### src/irq_route_pkg.sv
// Purpose: Shared constants for the PCI interrupt rerouter
// Assumes: Byte-wide ISA I/O write port, one system clock
// Notes: Routing codes are 4-bit nibbles, one per PCI interrupt line
package irq_route_pkg;
  // ----------------------------------------
  // Register map
  // ----------------------------------------
  localparam logic [15:0] ROUTE_CTRL_LO_ADDR = 16'h0CA4;
  localparam logic [15:0] ROUTE_CTRL_HI_ADDR = 16'h0CA5;
  localparam logic [7:0] ROUTE_CTRL_RESET = 8'h00;
  localparam int LINE_COUNT = 4;
  localparam int IRQ_COUNT = 16;
  // ----------------------------------------
  // Routing codes
  // ----------------------------------------
  typedef enum logic [3:0] {
    ROUTE_APIC = 4'h0,
    ROUTE_IRQ3 = 4'h3,
    ROUTE_IRQ5 = 4'h5,
    ROUTE_IRQ7 = 4'h7,
    ROUTE_IRQ9 = 4'h9,
    ROUTE_IRQ10 = 4'hA,
    ROUTE_IRQ11 = 4'hB,
    ROUTE_IRQ15 = 4'hF
  } route_code_t;
endpackage

### src/irq_route_lane.sv
// Purpose: Decode one routing nibble and steer one PCI interrupt line
// Assumes: intActive is an active-high, already synchronised request
// Notes: Combinational; the top registers the results
`timescale 1ns/100ps
module irq_route_lane (
  // Control
  input wire logic [3:0] code,
  input wire logic intActive,
  // Results
  output logic apicActive,
  output logic [15:0] isaIrq
);
  import irq_route_pkg::*;

  logic legal;

  always_comb begin
    legal = 1'b1;
    isaIrq = 16'h0000;
    unique case (code)
      ROUTE_IRQ3, ROUTE_IRQ5, ROUTE_IRQ7, ROUTE_IRQ9,
      ROUTE_IRQ10, ROUTE_IRQ11, ROUTE_IRQ15: begin
        isaIrq[code] = intActive;
      end
      default: begin
        // Code 0 and reserved codes both fall back to pass-through
        legal = 1'b0;
      end
    endcase
    apicActive = intActive & ~legal;
  end
endmodule

### src/pci_irq_rerouter.sv
// Function
// - Two write-only control bytes live at I/O addresses CA4h and CA5h.
// - Each nibble steers one PCI interrupt to the APIC or an ISA IRQ.
// - Even byte holds lines A (low) and B; odd byte lines C and D.
// - Code zero passes the line to the APIC and is the reset value.
// - Codes 3,5,7,9,A,B,F redirect the line to the same-numbered IRQ.
//
// Purpose: PCI interrupt to ISA IRQ rerouter behind a chip-selected I/O port
// Assumes: ioWrite, chip select, address and data from same-clock bus logic
// Notes: PCI interrupt pins are asynchronous and pass two flip-flops
`timescale 1ns/100ps
module pci_irq_rerouter (
  // Clock and reset
  input wire logic clock,
  input wire logic rstn,
  // ISA I/O write port
  input wire logic chipSel,
  input wire logic ioWrite,
  input wire logic [15:0] ioAddr,
  input wire logic [7:0] ioData,
  // PCI interrupt inputs, active low
  input wire logic pci_int_line_a_n,
  input wire logic pci_int_line_b_n,
  input wire logic pci_int_line_c_n,
  input wire logic pci_int_line_d_n,
  // Interrupt outputs, active high
  output logic [3:0] apicInt,
  output logic [15:0] isaIrq
);
  import irq_route_pkg::*;

  // ----------------------------------------
  // Reset release
  // ----------------------------------------
  logic rstSync1_r, rstnSync_r;
  always_ff @(posedge clock or negedge rstn) begin
    if (!rstn) begin
      rstSync1_r <= 1'b0;
      rstnSync_r <= 1'b0;
    end else begin
      rstSync1_r <= 1'b1;
      rstnSync_r <= rstSync1_r;
    end
  end

  // ----------------------------------------
  // Control bytes
  // ----------------------------------------
  logic [7:0] ctrlLo_r, ctrlLo_nxt, ctrlHi_r, ctrlHi_nxt;
  always_comb begin
    ctrlLo_nxt = ctrlLo_r;
    ctrlHi_nxt = ctrlHi_r;
    // Full address is matched as well as chip select so aliases stay quiet
    if (chipSel && ioWrite && ioAddr == ROUTE_CTRL_LO_ADDR) begin
      ctrlLo_nxt = ioData;
    end
    if (chipSel && ioWrite && ioAddr == ROUTE_CTRL_HI_ADDR) begin
      ctrlHi_nxt = ioData;
    end
  end
  always_ff @(posedge clock or negedge rstnSync_r) begin
    if (!rstnSync_r) begin
      ctrlLo_r <= ROUTE_CTRL_RESET;
      ctrlHi_r <= ROUTE_CTRL_RESET;
    end else begin
      ctrlLo_r <= ctrlLo_nxt;
      ctrlHi_r <= ctrlHi_nxt;
    end
  end

  // ----------------------------------------
  // Input synchronisers
  // ----------------------------------------
  logic [3:0] intMeta_r, intSync_r;
  always_ff @(posedge clock or negedge rstnSync_r) begin
    if (!rstnSync_r) begin
      intMeta_r <= 4'h0;
      intSync_r <= 4'h0;
    end else begin
      intMeta_r <= ~{pci_int_line_d_n, pci_int_line_c_n, pci_int_line_b_n, pci_int_line_a_n};
      intSync_r <= intMeta_r;
    end
  end

  // ----------------------------------------
  // Steering
  // ----------------------------------------
  logic [3:0] codes [LINE_COUNT];
  logic [3:0] apicNxt;
  logic [15:0] laneIrq [LINE_COUNT];
  logic [15:0] isaNxt;
  assign codes[0] = ctrlLo_r[3:0];
  assign codes[1] = ctrlLo_r[7:4];
  assign codes[2] = ctrlHi_r[3:0];
  assign codes[3] = ctrlHi_r[7:4];

  genvar g;
  generate
    for (g = 0; g < LINE_COUNT; g++) begin : gLane
      irq_route_lane uLane (
        .code(codes[g]),
        .intActive(intSync_r[g]),
        .apicActive(apicNxt[g]),
        .isaIrq(laneIrq[g])
      );
    end
  endgenerate

  // Lines sharing an IRQ are ORed, as on a shared level-triggered input
  always_comb begin
    isaNxt = 16'h0000;
    for (int i = 0; i < LINE_COUNT; i++) begin
      isaNxt = isaNxt | laneIrq[i];
    end
  end

  always_ff @(posedge clock or negedge rstnSync_r) begin
    if (!rstnSync_r) begin
      apicInt <= 4'h0;
      isaIrq <= 16'h0000;
    end else begin
      apicInt <= apicNxt;
      isaIrq <= isaNxt;
    end
  end

  // ----------------------------------------
  // Checks
  // ----------------------------------------
  function automatic logic legalRoute(input logic [3:0] c);
    legalRoute = (c == 4'h3) || (c == 4'h5) || (c == 4'h7) || (c == 4'h9) ||
                 (c == 4'hA) || (c == 4'hB) || (c == 4'hF);
  endfunction
endmodule

### config.mk
export PLATFORM = sky130hd
export DESIGN_NAME = pci_irq_rerouter
export DESIGN_NICKNAME = d
export VERILOG_FILES = /design/src/irq_route_pkg.sv /design/src/irq_route_lane.sv /design/src/pci_irq_rerouter.sv
export SDC_FILE = /design/constraint.sdc
export NUM_CORES = 1
export LEC_CHECK = 0
export ABC_AREA = 1
export BUFFER_PORTS_ARGS = -buffer_cell sky130_fd_sc_hd__buf_4
export CAP_MARGIN = 20
export CORE_ASPECT_RATIO = 1.2
export CORE_MARGIN = 2
export CORE_UTILIZATION = 41
export DETAILED_ROUTE_END_ITERATION = 10
export GPL_TIMING_DRIVEN = 0
export HOLD_SLACK_MARGIN = 0.12
export SYNTH_ARGS = -nofsm -noshare
export SYNTH_HDL_FRONTEND = slang
export SYNTH_SLANG_ARGS = --single-unit
### constraint.sdc
create_clock -name clock -period 2.5 [get_ports clock]
set_input_delay 0.5 -clock clock [delete_from_list [all_inputs] [get_ports clock]]
set_output_delay 0.5 -clock clock [all_outputs]
set_load 0.01 [all_outputs]
## Word-level counts from Yosys, hierarchy flattened

Index checks and enable logic that the tools add are counted.

- Bits of input ports: 32
- Output and inout bits: 20
- Register bits: 46
- Word-level logic and storage cells: 89

- Eq/ne operators: 30
- $lt $le $gt $ge: 8
- Reductions and logical operators: 11
- Bitwise logic cells: 16
- Multiplexer cells: 16

Operators with widths:

| kind | number |
|---|---|
| bitwise AND 16 bit | 4 |
| == test 4 bit (second input constant) | 16 |
| two-way mux 16 bit | 4 |
| OR 16 bit | 3 |
| == test 16 x 12 -> 1 bit (second input constant) | 2 |
| == test 4 x 3 -> 1 bit (second input constant) | 8 |
| OR reduction 7 bit | 4 |
| less-than comparator 4 x 5 -> 1 bit (second input constant) | 4 |
| demux 1 bit (select 4 bit) | 4 |
| == test 4 x 2 -> 1 bit (second input constant) | 4 |
| greater-or-equal comparator 4 x 1 -> 1 bit (second input constant) | 4 |
| two-way mux 1 bit | 8 |
| logical AND 1 bit | 7 |
| bitwise AND 1 bit | 4 |
| inverter 1 bit | 4 |
| inverter 4 bit | 1 |

## Depth between registers and ports, before layout

Gate-level depths: netlist of run 1.

- Word-level depth: 9
- Gate-level depth with buffers: 7
- Depth with buffers taken out: 7

## Modules after synthesis

From an unflattened synthesis of run 1, not the netlist that was laid out.

- Cells, all modules: 305
- Area total of the unflattened synthesis: 2506.2 µm²

By module, submodules not included:

| module | seq. area each (µm²) | times used | area an instance (µm²) | cells an instance |
|---|---|---|---|---|
| pci_irq_rerouter | 1151.1 | 1 | 1795.5 | 169 |
| irq_route_lane | 0.0 | 4 | 177.7 | 34 |

## Least setup slack after synthesis of run 1

Ideal clock, no wire load.

- Path kind: input-to-reg
- Start point: in ioAddr[15]
- End point: reg ctrlLo_r[4]
- Stages: 6
- Path buffers: 0
- Required time: 2.383 ns
- Library setup time: 0.117 ns
- Arrival: 1.105 ns
- Slack: 1.279 ns
- Path through: nor2_2 -> nand2_2 -> nor2_8 -> nand3_4 -> nand2_1 -> nand2_1

- Cells in the longest elaborated chain, start to end: 2

Ends and longest elaborated chain:

| element | line | source |
|---|---|---|
| start, declared | pci_irq_rerouter.sv:19 | `input wire logic [15:0] ioAddr,` |
| == test 16 x 12 -> 1 bit | pci_irq_rerouter.sv:54 | `if (chipSel && ioWrite && ioAddr == ROUTE_CTRL_LO_ADDR) begin` |
| logical AND 1 bit | pci_irq_rerouter.sv:54 |  |
| end signal, assigned | pci_irq_rerouter.sv:66 | `ctrlLo_r <= ctrlLo_nxt;` |
| end, declared | pci_irq_rerouter.sv:49 | `logic [7:0] ctrlLo_r, ctrlLo_nxt, ctrlHi_r, ctrlHi_nxt;` |

No other way between the ends.
A chain may end at the register's enable or synchronous reset.

## Final worst setup path of run 1

- Start point: reg isaIrq[6]
- End point: out isaIrq[6]

RTL lines:

| element | line | source |
|---|---|---|
| start, declared | pci_irq_rerouter.sv:28 | `output logic [15:0] isaIrq` |
| start signal, assigned | pci_irq_rerouter.sv:123 | `isaIrq <= isaNxt;` |

No word-level cell between the ends.

==> impl_results.md, run 1 <==
* Run status: complete, no violations
* Post-Syn Area at around 2000 µm²
* RSZ-0062 raised after global routing: no
* Worst-path clk slew at roughly 80 ps
* Total gr overflow at 0
* Die Y at a little over 80 µm
* Clk_lat worst skew at around 290 ps
* Max-Cap Viols at 0
* Post-layout util at a little over half
* Initial antenna violation count at 0
* Slowest CP cell: dfrtp_1
* Routed Antenna Nets at 0
* CP top delay family: flip-flops
* Min Clock Period, post-route at ~1300 ps
* Placed cell areas at about 2500 µm²
* Filler Cell Count at approximately 460
* Crit-path cells: buf_4
* Peak VDD IR at between 0.3 and 0.4 mV
* Worst Skew at around 8.7 ps
* Critical path type: flip-flop to output pin
* PortBufs at between 50 and 60
* Initial DRT Pass Iterations at 4
* Design Area, Final at approximately 2700 µm²
* Post-CTS sizing at 0
* Routed wire per std cell at about 11 µm
* CP Capture Type: output pin
* Buffers & Inverters on Critical Path at 1
* GPL Wtd Cong at roughly 0.86
* FMAX at about 760 MHz
* Largest net degree at the start of global routing at 43
* Slowest cell delay on critical path at between 300 and 400 ps
* WP data required at about 2000 ps
* P_leak at approximately 1.4 nW
* Core box area at between 4000 and 5000 µm²
* Most frequent cells in the layout: nand2_1, buf_4, dfrtp_1, inv_1, nand4_1
* Initial Utilization at approximately two fifths
* CTS Buf Count at 5
* Final wirelength at about 3900 µm
* Netlist cell types at 21
* Global Route Usage Sum at 16.15%
* Yosys reg bits at 46
* Final net count at between 300 and 400
* Post-CTS Setup Repair Bufs at 0
* Sequential element share of the synthesized area at a little under three fifths
* DRC Markers at 0
* H-tree levels at 2
* Clock Path Buffers at 2
* Worst Path Max Fanout at 1
* Critical Path Start Type: flip-flop
* Boundary Pins at 52
* Cell area power density at between 500 and 600 nW/µm²
* Hold Path Class: flip-flop to async pin
* Initial DRC count at 56
* DP Wirelength at between 3000 and 4000 µm
* TNS Setup at 0 ps
* DIE AREA at 5557 µm²
* CTS tree: built
* Synth top area cells: dfrtp_1, nand2_1, nand4_1
* Cell taking the most area after synthesis: dfrtp_1
* Final Max Slew Viols at 0
* Most common cell after layout, fill and taps aside: nand2_1
* Syn avg cell area at around 9.4 µm²
* Vias in the first global route at about 1500
* First-pass GRT wire length at between 6000 and 7000 µm
* Final setup fails at 0
* Ys Warns at 0
* Period utilization at 52.51%
* Vias/cell at slightly below 5
* Vias post-DR at around 1700
* Post-synthesis cell count at between 200 and 250
* Layout cells sized above 1 at 27.53%
* Hold buffers post-CTS at 2
* Root buffer cell: clkbuf_8
* Rows at 28
* Die X at between 60 and 70 µm
* Synth top area share at approximately 56%
* # diodes at 0
* Area grow syn2layout at 31.10%
* Critical path arrival at roughly 810 ps
* Final hold violation count at 0
* Sink Count at 46
[logic make-up (layout without fill, tap and decap cells)]
family                 after synthesis  after routing  synth area share, %
and+or+nand+nor                    128            128                33.50
AOI/OAI and AO/OA                   12             12                3.436
other                                2             10               0.3682
DFF                                 46             46                56.44
buffers and inverters               29             91                6.258
[state kept, by name, indices dropped and copies added (netlist names)]
register	cells
isaIrq	16
ctrlHi_r	8
ctrlLo_r	8
apicInt	4
intMeta_r	4
intSync_r	4
rstSync1_r	1
rstnSync_r	1
[worst paths after layout]
kind                                          from                      to  slack, ps  cells after the start
hold reg to reg               rstnSync_r$_DFF_PN0_  intMeta_r[0]$_DFF_PN0_        250                      1
setup reg to reg           ctrlHi_r[3]$_DFFE_PN0P_    isaIrq[10]$_DFF_PN0_       1410                      6
hold / removal                rstnSync_r$_DFF_PN0_  intMeta_r[0]$_DFF_PN0_        250                      1
setup / recovery               isaIrq[6]$_DFF_PN0_               isaIrq[6]       1190                      1
min in group clock                pci_int_line_a_n  intMeta_r[0]$_DFF_PN0_        340                      2
max in group asynchronous     rstnSync_r$_DFF_PN0_     isaIrq[8]$_DFF_PN0_       1730                      1
[area by class of cell]
type | count | area (µm²) | share of cell area (%)
Timing Repair Buffer | 54 | 422.9 | 15.82
Buffer | 2 | 26.28 | 0.9827
Sequential cell | 46 | 1152 | 43.10
Clock buffer | 7 | 96.34 | 3.603
Clock inverter | 1 | 8.758 | 0.3276
Multi-Input combinational cell | 150 | 790.8 | 29.57
Tap cell | 60 | 75.07 | 2.808
Inverter | 27 | 101.3 | 3.790
[Yosys cell counts]
library cell / n
a211oi_1: 1
a21oi_1: 2
a22oi_1: 3
buf_6: 1
buf_8: 1
conb_1: 2
dfrtp_1: 46
inv_1: 25
inv_2: 2
nand2_1: 53
nand2_2: 2
nand2_4: 1
nand3_1: 10
nand3_4: 2
nand4_1: 24
nand4_2: 1
nor2_1: 22
nor2_2: 4
nor2_8: 4
nor3_1: 5
o21ai_0: 6
[report_power, final]
group          internal, mW  switching (mW)
Combinational        0.0571          0.0543
Sequential            0.762         0.00883
Clock                 0.253           0.230
[stage by stage]
step | std cells | total power, mW | setup WS, ps | hold WS, ps
6_report | 347 | 1.365 | 1187 | 245.5
5_1_grt | 347 | 1.439 | 1152 | 276.1
4_1_cts | 347 | 1.388 | 1170 | 264.3
3_5_place_dp | 337 | 0.8974 | 1063 | 61.23
3_3_place_gp | 336 | 0.8908 | 681.8 | 282.7
2_1_floorplan | 225 | 0.8235 | 1125 | 204.4
[layer usage]
metal	GRT usage, %	routed length [µm]	vias to the layer above
met2	26.06	1988	67
met3	4.017	233	12
met5	0	0	-
met1	20.07	1579	753
met4	7.400	112	0
li1	-	-	840
Power figures use the tool's default switching activity.
==> run 2, diff against run 1 <==
--- a/config.mk
+++ b/config.mk
@@ -5,7 +5,7 @@
 export SDC_FILE = /design/constraint.sdc
 export NUM_CORES = 1
 export LEC_CHECK = 0
-export ABC_AREA = 1
+export ABC_AREA = 0
 export BUFFER_PORTS_ARGS = -buffer_cell sky130_fd_sc_hd__buf_4
 export CAP_MARGIN = 20
 export CORE_ASPECT_RATIO = 1.2
@@ -14,6 +14,7 @@
 export DETAILED_ROUTE_END_ITERATION = 10
 export GPL_TIMING_DRIVEN = 0
 export HOLD_SLACK_MARGIN = 0.12
+export PLACE_DENSITY = 0.68
 export SYNTH_ARGS = -nofsm -noshare
 export SYNTH_HDL_FRONTEND = slang
 export SYNTH_SLANG_ARGS = --single-unit
==> constraint.sdc (replaced) <==
create_clock -name clock -period 1.2 [get_ports clock]
set_input_delay 0.24 -clock clock [delete_from_list [all_inputs] [get_ports clock]]
set_output_delay 0.24 -clock clock [all_outputs]
set_load 0.01 [all_outputs]
==> impl_results.md, run 2 <==
* Run status: complete, but fails checks
* Failing checks: negative setup slack
* Placement Setup Slack at -1248 ps
* Syn avg cell area at between 10 and 15 µm²
* Switching part of the total at approximately a fifth
* Final critical-path setup slack at -761.1 ps
* First-pass GRT wire length at just under 7000 µm
* Initial DRC count at between 80 and 90
* Clock Path Buffers at 2
* Core box area at roughly 4300 µm²
* Pint at ~2.3 mW
* Filler Cell Count at 353
* Synth Area in XOR/XNOR at 0%
* Largest Register: isaIrq
* Mux cell area share after synthesis at 11.31%
* Hold Path Class: input pin to flip-flop
* Area grow syn2layout at 41.35%
* WHS at between 150 and 200 ps
* Final Power at between 2 and 3 mW
* GPL Wtd Cong at about 0.81
* Final wirelength at 3973 µm
* Post-synthesis async set-or-reset flop share at 100.0%
* Final setup fails at 16
* Total gr overflow at 0
* PortBufs at a little over 50
* Yosys reg bits at between 40 and 50
* Top-count cell post-synth: dfrtp_1
* H-tree levels at 2
* Layout cells sized above 1 at 43.69%
* Die X at around 65 µm
* Gate power share at roughly 5.8%
* Final hold violation count at 0
* Worst-path clk slew at 80 ps
* DRC Markers at 0
* Critical path type: input pin to flip-flop
* Slew @ Worst Pin at 543.3 ps
* Cell area power density at about 1100 nW/µm²
* Worst Skew at between 4 and 5 ps
* Post-synthesis cell count at approximately 140
* Most frequent cells in the layout: buf_4, dfrtp_1, mux2_4, conb_1
* HP Start: ioData[2]
* Share of power burned in registers at between 50% and 60%
* Routed wire per std cell at roughly 14 µm
* Routed Antenna Nets at 0
* R2R Path Start: ctrlLo_r[2]$_DFFE_PN0P_
* Period utilization at 163.4%
* Rows at 26
* Post-synthesis simple-gate area fraction at 18.72%
* Cell taking the most area after synthesis: dfrtp_1
* Global Route Usage Sum at 17.35%
* FMAX at just over 500 MHz
* Most common cell after layout, fill and taps aside: buf_4
* Ys Warns at 0
* Switch Pwr at just under 0.6 mW
* Biggest regs: isaIrq: 16 flops, ctrlHi_r: 8 flops, ctrlLo_r: 8 flops
* Final net count at 253
* P_leak at 1.303 nW
* Root buffer cell: clkbuf_8
* RSZ-0062 raised after global routing: yes
* WP data required at about 1400 ps
* Post-Syn Area at approximately 1900 µm²
* Critical path arrival at ~2100 ps
* Boundary Pins at 52
* Worst slew margin at 63.78%
* Synth Flop Type: dfrtp_1
* Worst Path Max Fanout at 8
* Clock share of power at 37.2%
* Largest family of logic cells by synthesized area: simple AND/OR/NAND/NOR gates
* Post-layout util at between 60% and 70%
* Critical Path Start Type: input pin
* Vias/cell at roughly 5.1
* Sink Count at 46
* Initial antenna violation count at 0
* Inst Count DP at roughly 260
* Largest register FFs at 16
* Max-Cap Viols at 0
* Post-synth EDFFs at 0
* Die Y at 77.75 µm
* Peak VDD IR at slightly above 0.6 mV
* Synth top area cells: dfrtp_1, mux2_4, mux2_2
* Sequential element share of the synthesized area at between 60% and 70%
* Vias in the first global route at 1466
* Initial DRT Pass Iterations at 4
* Largest net degree at the start of global routing at 45
* Synth Area in Compound Gates at around 5.4%
* Post-Synth Adder-Cell Area at 0%
* DP Wirelength at approximately 2800 µm
* Synth top area share at between 60% and 70%
* Final Max Slew Viols at 0
* DIE AREA at between 5000 and 6000 µm²
* Critical Path Source: ioAddr[4]
* Clk_lat worst skew at ~300 ps
* Top post-synthesis cells by count: dfrtp_1, nor2b_1
* Post-route insts no fill at about 280
* CTS tree: built
* Min Clock Period, post-route at between 1500 and 2000 ps
* Initial Utilization at approximately 43%
* CTS Buf Count at 5
* CP Capture Type: flip-flop
* # diodes at 0
* Vias post-DR at about 1400
* Netlist cell types at 28
run 2: cells by family (layout without fill, tap and decap cells):
kind of cell,Yosys count,count (layout)
AO/OA/AOI/OAI,15,15
buffers and inverters,9,80
other,2,10
flip-flops,46,46
AND/OR/NAND/NOR,55,55
multiplexers,16,16
run 2: power by group through the flow:
stage | combinational [mW] | sequential [mW] | clock (mW)
after floorplan | 0.0170 | 1.67 | 0
after global placement | 0.145 | 1.66 | 0
after detailed placement | 0.150 | 1.66 | 0
after CTS | 0.165 | 1.63 | 1.09
after global routing | 0.180 | 1.64 | 1.16
final | 0.165 | 1.63 | 1.06
run 2: final cells by class:
cell class	count	area (µm²)	share of cell area, %
inverter	6	22.52	0.8576
clock buffer	8	110.1	4.192
timing repair buffer	66	524.3	19.96
sequential	46	1160	44.16
tap	56	70.07	2.668
multi-input combinational	96	739.5	28.16
run 2: per-stage QoR:
step	setup TNS, ps	instance area, µm²
final	-11950	2626
after global routing	-12480	2626
after CTS	-11790	2569
after detailed placement	-18660	2365
after global placement	-18180	2365
after floorplan	-15290	1912
run 2: final timing paths:
kind	to	slack, ps	cells after the start
min	ctrlLo_r[2]$_DFFE_PN0P_	180	2
min reg2reg	isaIrq[12]$_DFF_PN0_	320	0
min in group asynchronous	rstnSync_r$_DFF_PN0_	260	2
max reg2reg	apicInt[0]$_DFF_PN0_	10	3
max	ctrlHi_r[4]$_DFFE_PN0P_	-760	5
max in group asynchronous	ctrlLo_r[0]$_DFFE_PN0P_	470	0
run 2: repair_timing:
item	in CTS	in global routing
setup endpoints to repair	17	23
setup buffers	3	7
hold endpoints to repair	6	0
hold buffers	5	0
pin swaps	1	0
resized for setup	9	8
run 2: metal layers:
metal | GRT usage [%] | wire length, µm
met5 | 0 | 0
met4 | 6.250 | 70
met2 | 32.04 | 2186
met1 | 19.52 | 1442
met3 | 3.188 | 273
run 2: worst max-delay path, cell delays in order:
cell    delay (ps)
buf_6           90
or4b_1         500
or4_4          490
or3_4          480
mux2_4         330
==> run 3, diff against run 2 <==
--- a/config.mk
+++ b/config.mk
@@ -11,6 +11,7 @@
 export CORE_ASPECT_RATIO = 1.2
 export CORE_MARGIN = 2
 export CORE_UTILIZATION = 41
+export CTS_BUF_LIST = sky130_fd_sc_hd__clkbuf_2
 export DETAILED_ROUTE_END_ITERATION = 10
 export GPL_TIMING_DRIVEN = 0
 export HOLD_SLACK_MARGIN = 0.12
==> impl_results.md, run 3 (synthesis results as in run 2) <==
* Cell area power density at a little under 900 nW/µm²
* Vias in the first global route at between 1500 and 2000
* H-tree levels at 2
* Run status: complete, but fails checks
* Placement Setup Slack at -1248 ps
* Slowest cell delay on critical path at 500 ps
* CTS tree: built
* Worst-path clk slew at roughly 210 ps
* Global routing's busiest layer: met2
* Root buffer cell: clkbuf_2
* Routed wire per std cell at approximately 14 µm
* Peak VDD IR at 0.5126 mV
* Min Clock Period, post-route at roughly 1800 ps
* P_leak at about 1.3 nW
* Placed cell areas at ~2400 µm²
* Vias post-DR at between 1000 and 1500
* Gate power share at around 8.4%
* Final net count at around 260
* Post-route insts no fill at between 200 and 300
* Critical Path Start Type: input pin
* Largest net degree at the start of global routing at 45
* Share of power burned in registers at approximately two thirds
* RSZ-0062 raised after global routing: yes
* Inst Count DP at between 200 and 300
* Critical path type: input pin to flip-flop
* Period utilization at 153.1%
* Die X at about 65 µm
* FMAX at between 500 and 600 MHz
* Met1 Track Usage GR at 20.10%
* Pint at around 1.9 mW
* Clock Path Buffers at 2
* GR Util met2 at between 30% and 40%
* Final critical-path setup slack at -637.4 ps
* Rows at 26
* Initial DRT Pass Iterations at 4
* Final wirelength at just over 4000 µm
* Initial Utilization at 43.27%
* Slew @ Worst Pin at around 540 ps
* Worst Path Max Fanout at 8
* Core box area at around 4300 µm²
* Design Area, Final at 2745 µm²
* Crit-path cells: buf_6, or4b_1, or4_4, or3_4, mux2_4
* CP Capture Type: flip-flop
* Final hold violation count at 0
* Vias/cell at 5.038
* Worst slew margin at roughly 64%
* Slowest CP cell: or4b_1
* CP top delay family: simple AND/OR/NAND/NOR gates
* Most common cell after layout, fill and taps aside: dfrtp_1
* First-pass GRT wire length at 7072 µm
* Clock share of power at about a quarter
* Largest register FFs at 16
* WP data required at 1510 ps
* Switch Pwr at around 0.56 mW
* Initial DRC count at 57
* Critical path arrival at around 2100 ps
* GPL Wtd Cong at around 0.8
* DP Wirelength at 2800 µm
* Final Max Slew Viols at 0
* Biggest regs: isaIrq: 16 flops, ctrlHi_r: 8 flops, ctrlLo_r: 8 flops
* # diodes at 0
* Max-Cap Viols at 0
* Hold Path Class: input pin to flip-flop
* Worst Skew at slightly below 20 ps
* TNS Setup at -9858 ps
* Sink Count at 46
* Die Y at about 78 µm
* DIE AREA at 5089 µm²
* PortBufs at just over 50
* Most frequent cells in the layout: dfrtp_1, buf_4, buf_6, mux2_4, dlygate4sd3_1
* Met3 track demand over resource at under 10%
* Global Route Usage Sum at between 15 and 20%
* Largest Register: isaIrq
* Post-layout util at 63.93%
* Final setup fails at 16
* Initial antenna violation count at 0
* Boundary Pins at 52
* Failing checks: negative setup slack
* Total gr overflow at 0
* CTS Buf Count at 5
* Buffers & Inverters on Critical Path at 1
* Switching part of the total at a little under a quarter
* DRC Markers at 0
* Layout cells sized above 1 at roughly 42%
* Clk_lat worst skew at ~410 ps
* Routed Antenna Nets at 0
* Filler Cell Count at 343
* Area grow syn2layout at 47.74%
-- run 3: changes by cell type in the layout (fill, tap and decap cells not counted), moves of 2 or more --
cell           delta
buf_6            +22
buf_4            -21
dlygate4sd3_1     +9
clkbuf_8          -8
clkbuf_2          +4
clkinv_1          +3
dfrtp_1           -2
dfrtp_2           +2
-- run 3: power by group through the flow --
stage               sequential (mW)  clock [mW]  combinational, mW
floorplan                      1.67           0             0.0170
global placement               1.66           0              0.145
detailed placement             1.66           0              0.150
CTS                            1.64       0.597              0.200
global route                   1.65       0.661              0.221
finish                         1.64       0.575              0.204
-- run 3: final timing paths --
kind / from / to / slack (ps) / cells after the start
worst min register to register: rstnSync_r$_DFF_PN0_ / apicInt[1]$_DFF_PN0_ / 310 / 0
worst max-delay path: ioAddr[4] / ctrlHi_r[7]$_DFFE_PN0P_ / -640 / 5
worst max register to register: ctrlLo_r[0]$_DFFE_PN0P_ / isaIrq[15]$_DFF_PN0_ / 30 / 2
worst min-delay path: ioAddr[0] / ctrlLo_r[5]$_DFFE_PN0P_ / 300 / 4
min in group asynchronous: rstnSync_r$_DFF_PN0_ / apicInt[1]$_DFF_PN0_ / 310 / 0
max in group asynchronous: rstn / rstnSync_r$_DFF_PN0_ / 380 / 3
-- run 3: layout make-up --
| cell class | instances | area, µm² | area share, % |
|---|---|---|---|
| Sequential cell | 46 | 1162 | 42.34 |
| Multi-Input combinational cell | 96 | 754.5 | 27.48 |
| Timing Repair Buffer | 75 | 699.4 | 25.48 |
| Tap cell | 56 | 70.07 | 2.552 |
| Clock buffer | 5 | 25.02 | 0.9116 |
| Inverter | 6 | 22.52 | 0.8204 |
| Clock inverter | 3 | 11.26 | 0.4102 |
-- run 3: per-stage QoR --
stage	total power [mW]	hold WS, ps
after floorplan	1.683	-55.59
after global placement	1.806	22.23
after detailed placement	1.814	25.27
after CTS	2.437	273.6
after global routing	2.532	273.1
final	2.418	300.1
-- run 3: metal layers --
layer	share of wire, %	routed length, µm
met4	2.1	85
met1	36	1485
met3	4.6	187
met5	0	0
met2	57	2327
-- run 3: tightest hold or removal path, delay by kind of cell --
| family | cells | cell delay [ps] |
|---|---|---|
| simple gates | 1 | 50 |
| mux | 1 | 190 |
| buf+inv | 2 | 230 |
-- run 3: timing repair --
item | 4_1_cts | 5_1_grt
gates resized for setup | 22 | 22
pin swaps | 1 | 2
buffers inserted | 7 | 3
setup endpoints to repair | 30 | 45
hold endpoints to repair | 22 | 0
hold buffers | 14 | 0
